**src/err_regs_pkg.sv**
```systemverilog
// constants for the error reporting register bank: register indices,
// field layouts, reset values and bus answers.
// assumes a 32-bit configuration bus where byte address = 4 * index.
package err_regs_pkg;
	// ==========================================================
	// register indices (byte address is four times the index)
	localparam logic [9:0] CHASSIS_IDX = 10'h0A3;
	localparam logic [9:0] CAP_HDR_IDX = 10'h100;
	localparam logic [9:0] FATAL_STAT_IDX = 10'h104;
	localparam logic [9:0] FATAL_MASK_IDX = 10'h108;
	localparam logic [9:0] FATAL_SEV_IDX = 10'h10C;
	localparam logic [9:0] SOFT_STAT_IDX = 10'h110;
	localparam logic [9:0] SOFT_MASK_IDX = 10'h114;
	localparam logic [9:0] ERR_CTRL_IDX = 10'h118;
	localparam logic [9:0] HDR_LOG_IDX = 10'h11C;
	localparam logic [9:0] SEC_STAT_IDX = 10'h12C;
	localparam logic [9:0] SEC_MASK_IDX = 10'h130;
	localparam logic [9:0] IRQ_STAT_IDX = 10'h140;
	localparam logic [9:0] IRQ_CLR_IDX = 10'h141;
	localparam logic [9:0] IRQ_EN_IDX = 10'h142;
	localparam int ADDR_W = 12;
	localparam int HDR_WORDS = 4;
	// ==========================================================
	// field layouts and reset values
	localparam logic [31:0] CAP_HDR_VAL = 32'h1501_0001;
	localparam logic [31:0] FATAL_BITS = 32'h001F_F011;
	localparam logic [31:0] FATAL_SEV_RST = 32'h0006_2011;
	localparam logic [31:0] SOFT_BITS = 32'h0000_11C1;
	localparam logic [31:0] SEC_BITS = 32'h0000_3FEF;
	localparam logic [31:0] SEC_MASK_RST = 32'h0000_17A8;
	localparam logic [31:0] ZERO_W = 32'h0000_0000;
	localparam int CHASSIS_W = 8;
	localparam int FEP_W = 5;
	localparam int GEN_CAP_BIT = 5;
	localparam int GEN_EN_BIT = 6;
	localparam int CHK_CAP_BIT = 7;
	localparam int CHK_EN_BIT = 8;
	localparam int SEC_SERR_BIT = 12;
	localparam int SEC_W = 14;
	localparam int IRQ_W = 4;
	localparam int IRQ_FATAL = 0;
	localparam int IRQ_NONFATAL = 1;
	localparam int IRQ_SOFT = 2;
	localparam int IRQ_SEC = 3;
	// ==========================================================
	// bus answers
	localparam logic [1:0] RESP_OKAY = 2'h0;
	localparam logic [1:0] RESP_SLVERR = 2'h2;
endpackage : err_regs_pkg

```
**src/error_report_regs.sv**
```systemverilog
// error reporting register bank of the bridge, behind an AXI4-Lite slave.
// assumes error detectors pulse one event bit per cycle per error and
// present the packet header with them; sticky fields follow aux_resetn.
// Summary of operation
// - 8-bit read/write chassis number, reset zero
// - capability header reads fixed id, version, next
// - uncorrectable status flags, write one clears
// - sticky uncorrectable mask bits, reset zero
// - sticky severity bits with documented mixed defaults
// - sticky correctable status flags, write one clears
// - sticky correctable mask bits, reset zero
// - sticky first error pointer, read only
// - ecrc generation capable, sticky generation enable
// - ecrc check capable, sticky check enable
// - sticky 128-bit header log of erroring packet
// - sticky secondary status bits 0-13, bit 4 zero
// - secondary serr assertion records no header
// - sticky secondary mask with documented defaults
//
// Chosen here: register access over AXI4-Lite.
`timescale 1ns/1ps
`default_nettype none
module error_report_regs (
	// clock and resets
	input wire logic aclk,
	input wire logic aresetn,
	input wire logic aux_resetn,
	// axi4-lite write address and data
	input wire logic awvalid,
	output logic awready,
	input wire logic [11:0] awaddr,
	input wire logic [2:0] awprot,
	input wire logic wvalid,
	output logic wready,
	input wire logic [31:0] wdata,
	input wire logic [3:0] wstrb,
	// axi4-lite write response
	output logic bvalid,
	input wire logic bready,
	output logic [1:0] bresp,
	// axi4-lite read
	input wire logic arvalid,
	output logic arready,
	input wire logic [11:0] araddr,
	input wire logic [2:0] arprot,
	output logic rvalid,
	input wire logic rready,
	output logic [31:0] rdata,
	output logic [1:0] rresp,
	// error events from the detectors
	input wire logic [31:0] fatal_event,
	input wire logic [31:0] soft_event,
	input wire logic [13:0] sec_event,
	input wire logic [127:0] pkt_header,
	// controls and interrupt
	output logic ecrc_gen_en,
	output logic ecrc_chk_en,
	output logic irq
);
	// ==========================================================
	// helpers
	function automatic logic [4:0] first_bit(input logic [31:0] v);
		logic [4:0] r;
		r = 5'h00;
		for (int i = 31; i >= 0; i--) begin
			if (v[i]) begin
				r = 5'(i);
			end
		end
		return r;
	endfunction : first_bit

	function automatic logic [9:0] idx_of(input logic [11:0] a);
		return a[11:2];
	endfunction : idx_of

	function automatic logic mapped(input logic [9:0] i);
		return i == err_regs_pkg::CHASSIS_IDX || (i >= err_regs_pkg::CAP_HDR_IDX &&
			i <= err_regs_pkg::SEC_MASK_IDX && !(i[1:0] != 2'h0 && i < err_regs_pkg::HDR_LOG_IDX)
			&& !(i > err_regs_pkg::HDR_LOG_IDX + 10'(err_regs_pkg::HDR_WORDS - 1)
			&& i < err_regs_pkg::SEC_STAT_IDX) && !(i > err_regs_pkg::SEC_STAT_IDX && i[1:0] != 2'h0))
			|| (i >= err_regs_pkg::IRQ_STAT_IDX && i <= err_regs_pkg::IRQ_EN_IDX);
	endfunction : mapped

	// ==========================================================
	// bus slave state
	logic aw_v_q, w_v_q, bvalid_q, rvalid_q;
	logic [9:0] aw_idx_q, rd_idx_q;
	logic [31:0] wdata_q, rdata_q, rdata_d;
	logic [3:0] wstrb_q;
	logic [1:0] bresp_q, rresp_q;
	wire logic rst_any = !aresetn || !aux_resetn;
	wire logic wr_go = aw_v_q && w_v_q && !bvalid_q;
	wire logic rd_go = arvalid && !rvalid_q;
	wire logic [9:0] rd_idx = idx_of(araddr);
	wire logic [31:0] bmask = {{8{wstrb_q[3]}}, {8{wstrb_q[2]}}, {8{wstrb_q[1]}}, {8{wstrb_q[0]}}};
	wire logic [31:0] wbits = wdata_q & bmask;

	assign awready = !aw_v_q;
	assign wready = !w_v_q;
	assign arready = !rvalid_q;
	assign bvalid = bvalid_q;
	assign bresp = bresp_q;
	assign rvalid = rvalid_q;
	assign rdata = rdata_q;
	assign rresp = rresp_q;

	always_ff @(posedge aclk) begin
		if (!aresetn) begin
			aw_v_q <= 1'b0;
			w_v_q <= 1'b0;
			bvalid_q <= 1'b0;
			aw_idx_q <= 10'h000;
			wdata_q <= 32'h0000_0000;
			wstrb_q <= 4'h0;
			bresp_q <= err_regs_pkg::RESP_OKAY;
		end else begin
			if (awvalid && awready) begin
				aw_v_q <= 1'b1;
				aw_idx_q <= idx_of(awaddr);
			end else if (wr_go) begin
				aw_v_q <= 1'b0;
			end
			if (wvalid && wready) begin
				w_v_q <= 1'b1;
				wdata_q <= wdata;
				wstrb_q <= wstrb;
			end else if (wr_go) begin
				w_v_q <= 1'b0;
			end
			if (wr_go) begin
				bvalid_q <= 1'b1;
				bresp_q <= mapped(aw_idx_q) ? err_regs_pkg::RESP_OKAY : err_regs_pkg::RESP_SLVERR;
			end else if (bready) begin
				bvalid_q <= 1'b0;
			end
		end
	end

	always_ff @(posedge aclk) begin
		if (!aresetn) begin
			rvalid_q <= 1'b0;
			rd_idx_q <= 10'h000;
			rdata_q <= 32'h0000_0000;
			rresp_q <= err_regs_pkg::RESP_OKAY;
		end else if (rd_go) begin
			rvalid_q <= 1'b1;
			rd_idx_q <= rd_idx;
			rdata_q <= rdata_d;
			rresp_q <= mapped(rd_idx) ? err_regs_pkg::RESP_OKAY : err_regs_pkg::RESP_SLVERR;
		end else if (rready) begin
			rvalid_q <= 1'b0;
		end
	end

	// ==========================================================
	// register storage
	logic [7:0] chassis_q;
	logic [31:0] fatal_stat_q, fatal_mask_q, fatal_sev_q;
	logic [31:0] soft_stat_q, soft_mask_q, sec_stat_q, sec_mask_q;
	logic [4:0] fep_q;
	logic gen_en_q, chk_en_q;
	logic [127:0] hdr_q;
	logic [3:0] irq_stat_q, irq_en_q;

	function automatic logic wr_at(input logic [9:0] i);
		return wr_go && aw_idx_q == i;
	endfunction : wr_at

	function automatic logic [31:0] rw_merge(input logic [31:0] q, input logic [31:0] w,
		input logic [31:0] m, input logic [31:0] bm);
		return (q & ~(bm & m)) | (w & bm & m);
	endfunction : rw_merge

	// chassis number merged through the byte strobes
	wire logic [31:0] chassis_new = rw_merge({24'h000000, chassis_q}, wdata_q,
		32'h0000_00FF, bmask);

	// event qualification and logging
	wire logic [31:0] fatal_ev = fatal_event & err_regs_pkg::FATAL_BITS;
	wire logic [31:0] soft_ev = soft_event & err_regs_pkg::SOFT_BITS;
	wire logic [31:0] sec_ev = {18'h00000, sec_event} & err_regs_pkg::SEC_BITS;
	wire logic [31:0] fatal_live = fatal_ev & ~fatal_mask_q;
	wire logic [31:0] sec_live = sec_ev & ~sec_mask_q;
	wire logic [31:0] sec_loggable = sec_live & ~(32'h1 << err_regs_pkg::SEC_SERR_BIT);
	wire logic log_busy = |(fatal_stat_q & ~fatal_mask_q) ||
		|(sec_stat_q & ~sec_mask_q & ~(32'h1 << err_regs_pkg::SEC_SERR_BIT));
	wire logic log_take = !log_busy && (|fatal_live || |sec_loggable);
	wire logic fep_take = !log_busy && |fatal_live;
	wire logic [3:0] irq_ev = {|sec_live, |(soft_ev & ~soft_mask_q),
		|(fatal_live & ~fatal_sev_q), |(fatal_live & fatal_sev_q)};

	// non-sticky fields: any reset
	always_ff @(posedge aclk) begin
		if (rst_any) begin
			chassis_q <= 8'h00;
			fatal_stat_q <= 32'h0000_0000;
			irq_stat_q <= 4'h0;
			irq_en_q <= 4'h0;
		end else begin
			if (wr_at(err_regs_pkg::CHASSIS_IDX)) begin
				chassis_q <= chassis_new[err_regs_pkg::CHASSIS_W-1:0];
			end
			fatal_stat_q <= (fatal_stat_q & ~(wr_at(err_regs_pkg::FATAL_STAT_IDX) ? wbits
				: 32'h0000_0000)) | fatal_ev;
			irq_stat_q <= (irq_stat_q & ~(wr_at(err_regs_pkg::IRQ_CLR_IDX) ? wbits[3:0]
				: 4'h0)) | irq_ev;
			if (wr_at(err_regs_pkg::IRQ_EN_IDX)) begin
				irq_en_q <= wbits[3:0] | (irq_en_q & ~bmask[3:0]);
			end
		end
	end

	// sticky fields: auxiliary reset only
	always_ff @(posedge aclk) begin
		if (!aux_resetn) begin
			fatal_mask_q <= err_regs_pkg::ZERO_W;
			fatal_sev_q <= err_regs_pkg::FATAL_SEV_RST;
			soft_stat_q <= err_regs_pkg::ZERO_W;
			soft_mask_q <= err_regs_pkg::ZERO_W;
			sec_stat_q <= err_regs_pkg::ZERO_W;
			sec_mask_q <= err_regs_pkg::SEC_MASK_RST;
			fep_q <= 5'h00;
			gen_en_q <= 1'b0;
			chk_en_q <= 1'b0;
			hdr_q <= 128'h0;
		end else begin
			if (wr_at(err_regs_pkg::FATAL_MASK_IDX)) begin
				fatal_mask_q <= rw_merge(fatal_mask_q, wdata_q, err_regs_pkg::FATAL_BITS, bmask);
			end
			if (wr_at(err_regs_pkg::FATAL_SEV_IDX)) begin
				fatal_sev_q <= rw_merge(fatal_sev_q, wdata_q, err_regs_pkg::FATAL_BITS, bmask);
			end
			if (wr_at(err_regs_pkg::SOFT_MASK_IDX)) begin
				soft_mask_q <= rw_merge(soft_mask_q, wdata_q, err_regs_pkg::SOFT_BITS, bmask);
			end
			if (wr_at(err_regs_pkg::SEC_MASK_IDX)) begin
				sec_mask_q <= rw_merge(sec_mask_q, wdata_q, err_regs_pkg::SEC_BITS, bmask);
			end
			soft_stat_q <= (soft_stat_q & ~(wr_at(err_regs_pkg::SOFT_STAT_IDX) ? wbits
				: 32'h0000_0000)) | soft_ev;
			sec_stat_q <= (sec_stat_q & ~(wr_at(err_regs_pkg::SEC_STAT_IDX) ? wbits
				: 32'h0000_0000)) | sec_ev;
			if (wr_at(err_regs_pkg::ERR_CTRL_IDX) && bmask[err_regs_pkg::GEN_EN_BIT]) begin
				gen_en_q <= wdata_q[err_regs_pkg::GEN_EN_BIT];
			end
			if (wr_at(err_regs_pkg::ERR_CTRL_IDX) && bmask[err_regs_pkg::CHK_EN_BIT]) begin
				chk_en_q <= wdata_q[err_regs_pkg::CHK_EN_BIT];
			end
			if (fep_take) begin
				fep_q <= first_bit(fatal_live);
			end
			if (log_take) begin
				hdr_q <= pkt_header;
			end
		end
	end

	assign ecrc_gen_en = gen_en_q;
	assign ecrc_chk_en = chk_en_q;
	assign irq = |(irq_stat_q & irq_en_q);

	// ==========================================================
	// read data selection
	wire logic [31:0] ctrl_word = {23'h000000, chk_en_q, 1'b1, gen_en_q, 1'b1, fep_q};
	always_comb begin
		rdata_d = 32'h0000_0000;
		unique case (rd_idx)
			err_regs_pkg::CHASSIS_IDX: rdata_d = {24'h000000, chassis_q};
			err_regs_pkg::CAP_HDR_IDX: rdata_d = err_regs_pkg::CAP_HDR_VAL;
			err_regs_pkg::FATAL_STAT_IDX: rdata_d = fatal_stat_q;
			err_regs_pkg::FATAL_MASK_IDX: rdata_d = fatal_mask_q;
			err_regs_pkg::FATAL_SEV_IDX: rdata_d = fatal_sev_q;
			err_regs_pkg::SOFT_STAT_IDX: rdata_d = soft_stat_q;
			err_regs_pkg::SOFT_MASK_IDX: rdata_d = soft_mask_q;
			err_regs_pkg::ERR_CTRL_IDX: rdata_d = ctrl_word;
			err_regs_pkg::HDR_LOG_IDX: rdata_d = hdr_q[31:0];
			err_regs_pkg::HDR_LOG_IDX + 10'h001: rdata_d = hdr_q[63:32];
			err_regs_pkg::HDR_LOG_IDX + 10'h002: rdata_d = hdr_q[95:64];
			err_regs_pkg::HDR_LOG_IDX + 10'h003: rdata_d = hdr_q[127:96];
			err_regs_pkg::SEC_STAT_IDX: rdata_d = sec_stat_q;
			err_regs_pkg::SEC_MASK_IDX: rdata_d = sec_mask_q;
			err_regs_pkg::IRQ_STAT_IDX: rdata_d = {28'h0000000, irq_stat_q};
			err_regs_pkg::IRQ_EN_IDX: rdata_d = {28'h0000000, irq_en_q};
			default: rdata_d = 32'h0000_0000;
		endcase
	end
endmodule : error_report_regs
`default_nettype wire

```
**config.mk**
```make
export PLATFORM = sky130hd
export DESIGN_NAME = error_report_regs
export DESIGN_NICKNAME = d
export VERILOG_FILES = /design/src/err_regs_pkg.sv /design/src/error_report_regs.sv
export SDC_FILE = /design/constraint.sdc
export NUM_CORES = 1
export LEC_CHECK = 0
export ABC_CLOCK_PERIOD_IN_PS = 2400
export BUFFER_PORTS_ARGS = -buffer_cell sky130_fd_sc_hd__buf_2
export CORE_AREA = 8 8 206 356
export DETAILED_ROUTE_END_ITERATION = 7
export DIE_AREA = 0 0 214 364
export GPL_ROUTABILITY_DRIVEN = 0
export PLACE_DENSITY = 0.51
export SLEW_MARGIN = 20
export SYNTH_ARGS = -nofsm -noshare
export SYNTH_HDL_FRONTEND = slang
export SYNTH_SLANG_ARGS = --single-unit
```
**constraint.sdc**
```tcl
create_clock -name aclk -period 2.4 [get_ports aclk]
set_input_delay 0.48 -clock aclk [delete_from_list [all_inputs] [get_ports aclk]]
set_output_delay 0.48 -clock aclk [all_outputs]
set_load 0.01 [all_outputs]
```
==> metrics.yaml <==
outcome:
  status: "finished, violations left"
  violations: "negative setup slack"
synth:
  synth.ff_latch_count: 371
  yosys.cell_types.count: 81
  ys_warn_count: 0
  synth_top_area_share_pct: 43.9
  synth_cells: 1993
  ys.flop_type: "dfxtp_1"
  seq_area_frac_synth_pct: 43.9
  synth.avg_cell_area_um2: 8.49
  synthArstFlopShare_pct: 0
  synth_edf_count: 0
  syn_area_um2: 16900
  synth.area.top_cells: "dfxtp_1 (44%), nand2_1 (11%), mux2i_1 (11%)"
  synth_top_area_cell: "dfxtp_1"
clocking:
  worstSkewPairLatency_ns: 0.59
  numCtsBuffers: 40
  cts_max_level: 2
  clock_tree.buffer_depth: 3
  clkSlewWorstSetupHoldPaths_ns: 0.06
  cts_sinks: 371
  cts_tree: "done"
  cts_root_buffer: "clkbuf_16"
floorplanning:
  num_rows: 127
  die_h_um: 364
  core_region_area_um2: 68200
  pin_count: 324
  start_util_pct: 24.8
  fp.dieArea_um2: 77900
  die_x_um: 214
timing:
  post-route-min-period_ns: 2.43
  worst_slack_ns: -0.0312
  timing_hold_violations_final: 0
  maxSlewViolCount: 0
  setup_viol: 35
  hold_slack_ns: 0.133
  rsz0062_at_grt: "true"
  fin_skew_ns: 0.0323
  period_share_pct: 101
  relSlewSlack_pct: 36.8
  fmax_mhz: 411
  tightest_slew_ns: 0.947
  fin_setup_tns_ns: -0.361
critical_path:
  cp-start-kind: "flop"
  worst_ep_arrival_time_ns: 2.91
  end_kind: "flop"
  slowest_stage: "dfxtp_1"
  crit_fanout: 5
  crit_family: "simple AND/OR/NAND/NOR gates"
  critical_path_required_ns: 2.88
  critPathMaxStageDelay_ns: 0.36
  cp.buffers_inverters: 4
  critPathKind: "reg2reg"
  crit_cells: 10
  worst_r2r_path_depth: 10
  crit_chain: "nor4_1, buf_4, nand4_1, nor4_4, nand3_4, a21oi_4, buf_12, clkbuf_16, buf_16, mux2i_2"
layout:
  fin_cells: 3294
  drive_gt1_share_pct: 26.0
  syn2layout_area_growth_pct: 32.5
  final_util_pct: 32.9
  nNetsFinal: 2630
route:
  avgRoutedWirePerCell_um: 23.3
  drt_iter0_drc: 1325
  wl_mm: 76.8
  ant_nets: 0
  dr.pass1.iters: 6
  drc: 0
  via_count: 16700
  via_per_inst: 5.06
place:
  dp.cells: 3196
  portBuffers: 262
  hpwl_mm: 58.9
  dp_slack_ns: -0.258
power_and_ir_drop:
  ir_drop_mv: 0.426
  p_leak_nw: 8.76
  powerDensity_nw_per_um2: 654
global_route:
  grt_overflow: 0
  antenna_found_initial: 14
  grt_pass1_wl_mm: 109
  grtUsageTotal_pct: 18.5
  grt_pass1_vias: 16700
  grt_max_degree: 122
run:
  maxCapViolCount: 0
min_path:
  holdPathStages: 2
  hp-class: "in2reg"
[through the flow]
stage / power, mW / instance area, um2
3_3_place_gp: 7.76 / 20400
2_1_floorplan: 7.11 / 16900
4_1_cts: 14.8 / 21900
6_report: 14.7 / 22400
3_5_place_dp: 7.77 / 20400
5_1_grt: 15.1 / 22400
[synthesized netlist by cell type, types with 3 or more instances]
library cell and count:
buf_4 6, mux4_2 8, and3_1 9, nor2_1 69, dfxtp_1 371, or4b_1 4
a21oi_1 100, a22o_1 8, mux2i_1 185, nor3_2 3, nand3_1 59, nand4b_1 4
o22a_1 3, o21a_1 7, nand2b_1 14, nand2_1 507, buf_1 9, nor2b_1 48
a31oi_1 80, o21ai_0 31, o211a_1 3, a221oi_1 18, a32o_1 13, a222oi_1 18
a211oi_1 4, clkbuf_1 105, mux2_2 21, a21boi_0 18, and2_1 3, o22ai_1 11
nand4_1 9, nor4b_1 5, a22oi_1 47, inv_1 44, o221a_2 3, a32oi_1 5
a2111oi_0 3, buf_2 36, o21ai_1 9, nor4_1 19, nor3_1 19, a21oi_2 3
[cells in the final DEF (no fill, tap or decap), drive strengths merged, types with 20 or more instances in the layout]
master,count
mux2i,185
nor4,20
nor3,24
a21oi,104
a22oi,47
buf,464
o21ai,40
clkbuf,62
nand2,509
nor2,70
dfxtp,371
inv,48
mux2,21
nor2b,48
nand3,59
a31oi,80
[cell type report]
type / instances / area [um2]
fill: 7170 / 45700
inverter: 45 / 169
clock inverter: 20 / 323
multi-input combinational: 1419 / 8820
tap: 903 / 1130
antenna: 10 / 25.0
timing repair buffer: 473 / 3390
clock buffer: 53 / 1130
sequential: 371 / 7440
[worst paths after layout]
path	from	end	slack (ns)
max reg2reg	sec_stat_q[18]	hdr_q[49]	-0.03
max	sec_stat_q[18]	hdr_q[49]	-0.03
min	sec_event[1]	sec_stat_q[1]	0.13
min reg2reg	soft_stat_q[10]	soft_stat_q[10]	0.43
[kinds of logic after synthesis]
family | share of synthesized area, %
other | 0.0222
AND/OR/NAND/NOR | 21.3
buffers and inverters | 5.02
flip-flops | 43.9
XOR/XNOR | 0.0518
multiplexers | 13.4
AO/OA/AOI/OAI | 16.3
[where the power goes]
part	leakage [nW]	internal, mW	switching [mW]
sequential	3.01	6.27	0.185
clock	0.718	4.20	2.78
combinational	5.03	0.498	0.720
[per-layer routing]
layer | global-route usage (%) | routed length (um)
met5 | 0 | 27
met4 | 12.5 | 5490
met3 | 3.88 | 5630
met2 | 30.6 | 35800
met1 | 21.3 | 29800
[repair_timing]
action	in CTS	in global routing
hold endpoints to repair	0	0
setup endpoints to repair	129	130
cloned	0	11
buffers inserted	0	4
resized for setup	7	41
hold buffers	0	0
pin swaps	2	6
No activity file was read; power rests on OpenSTA's default activity.
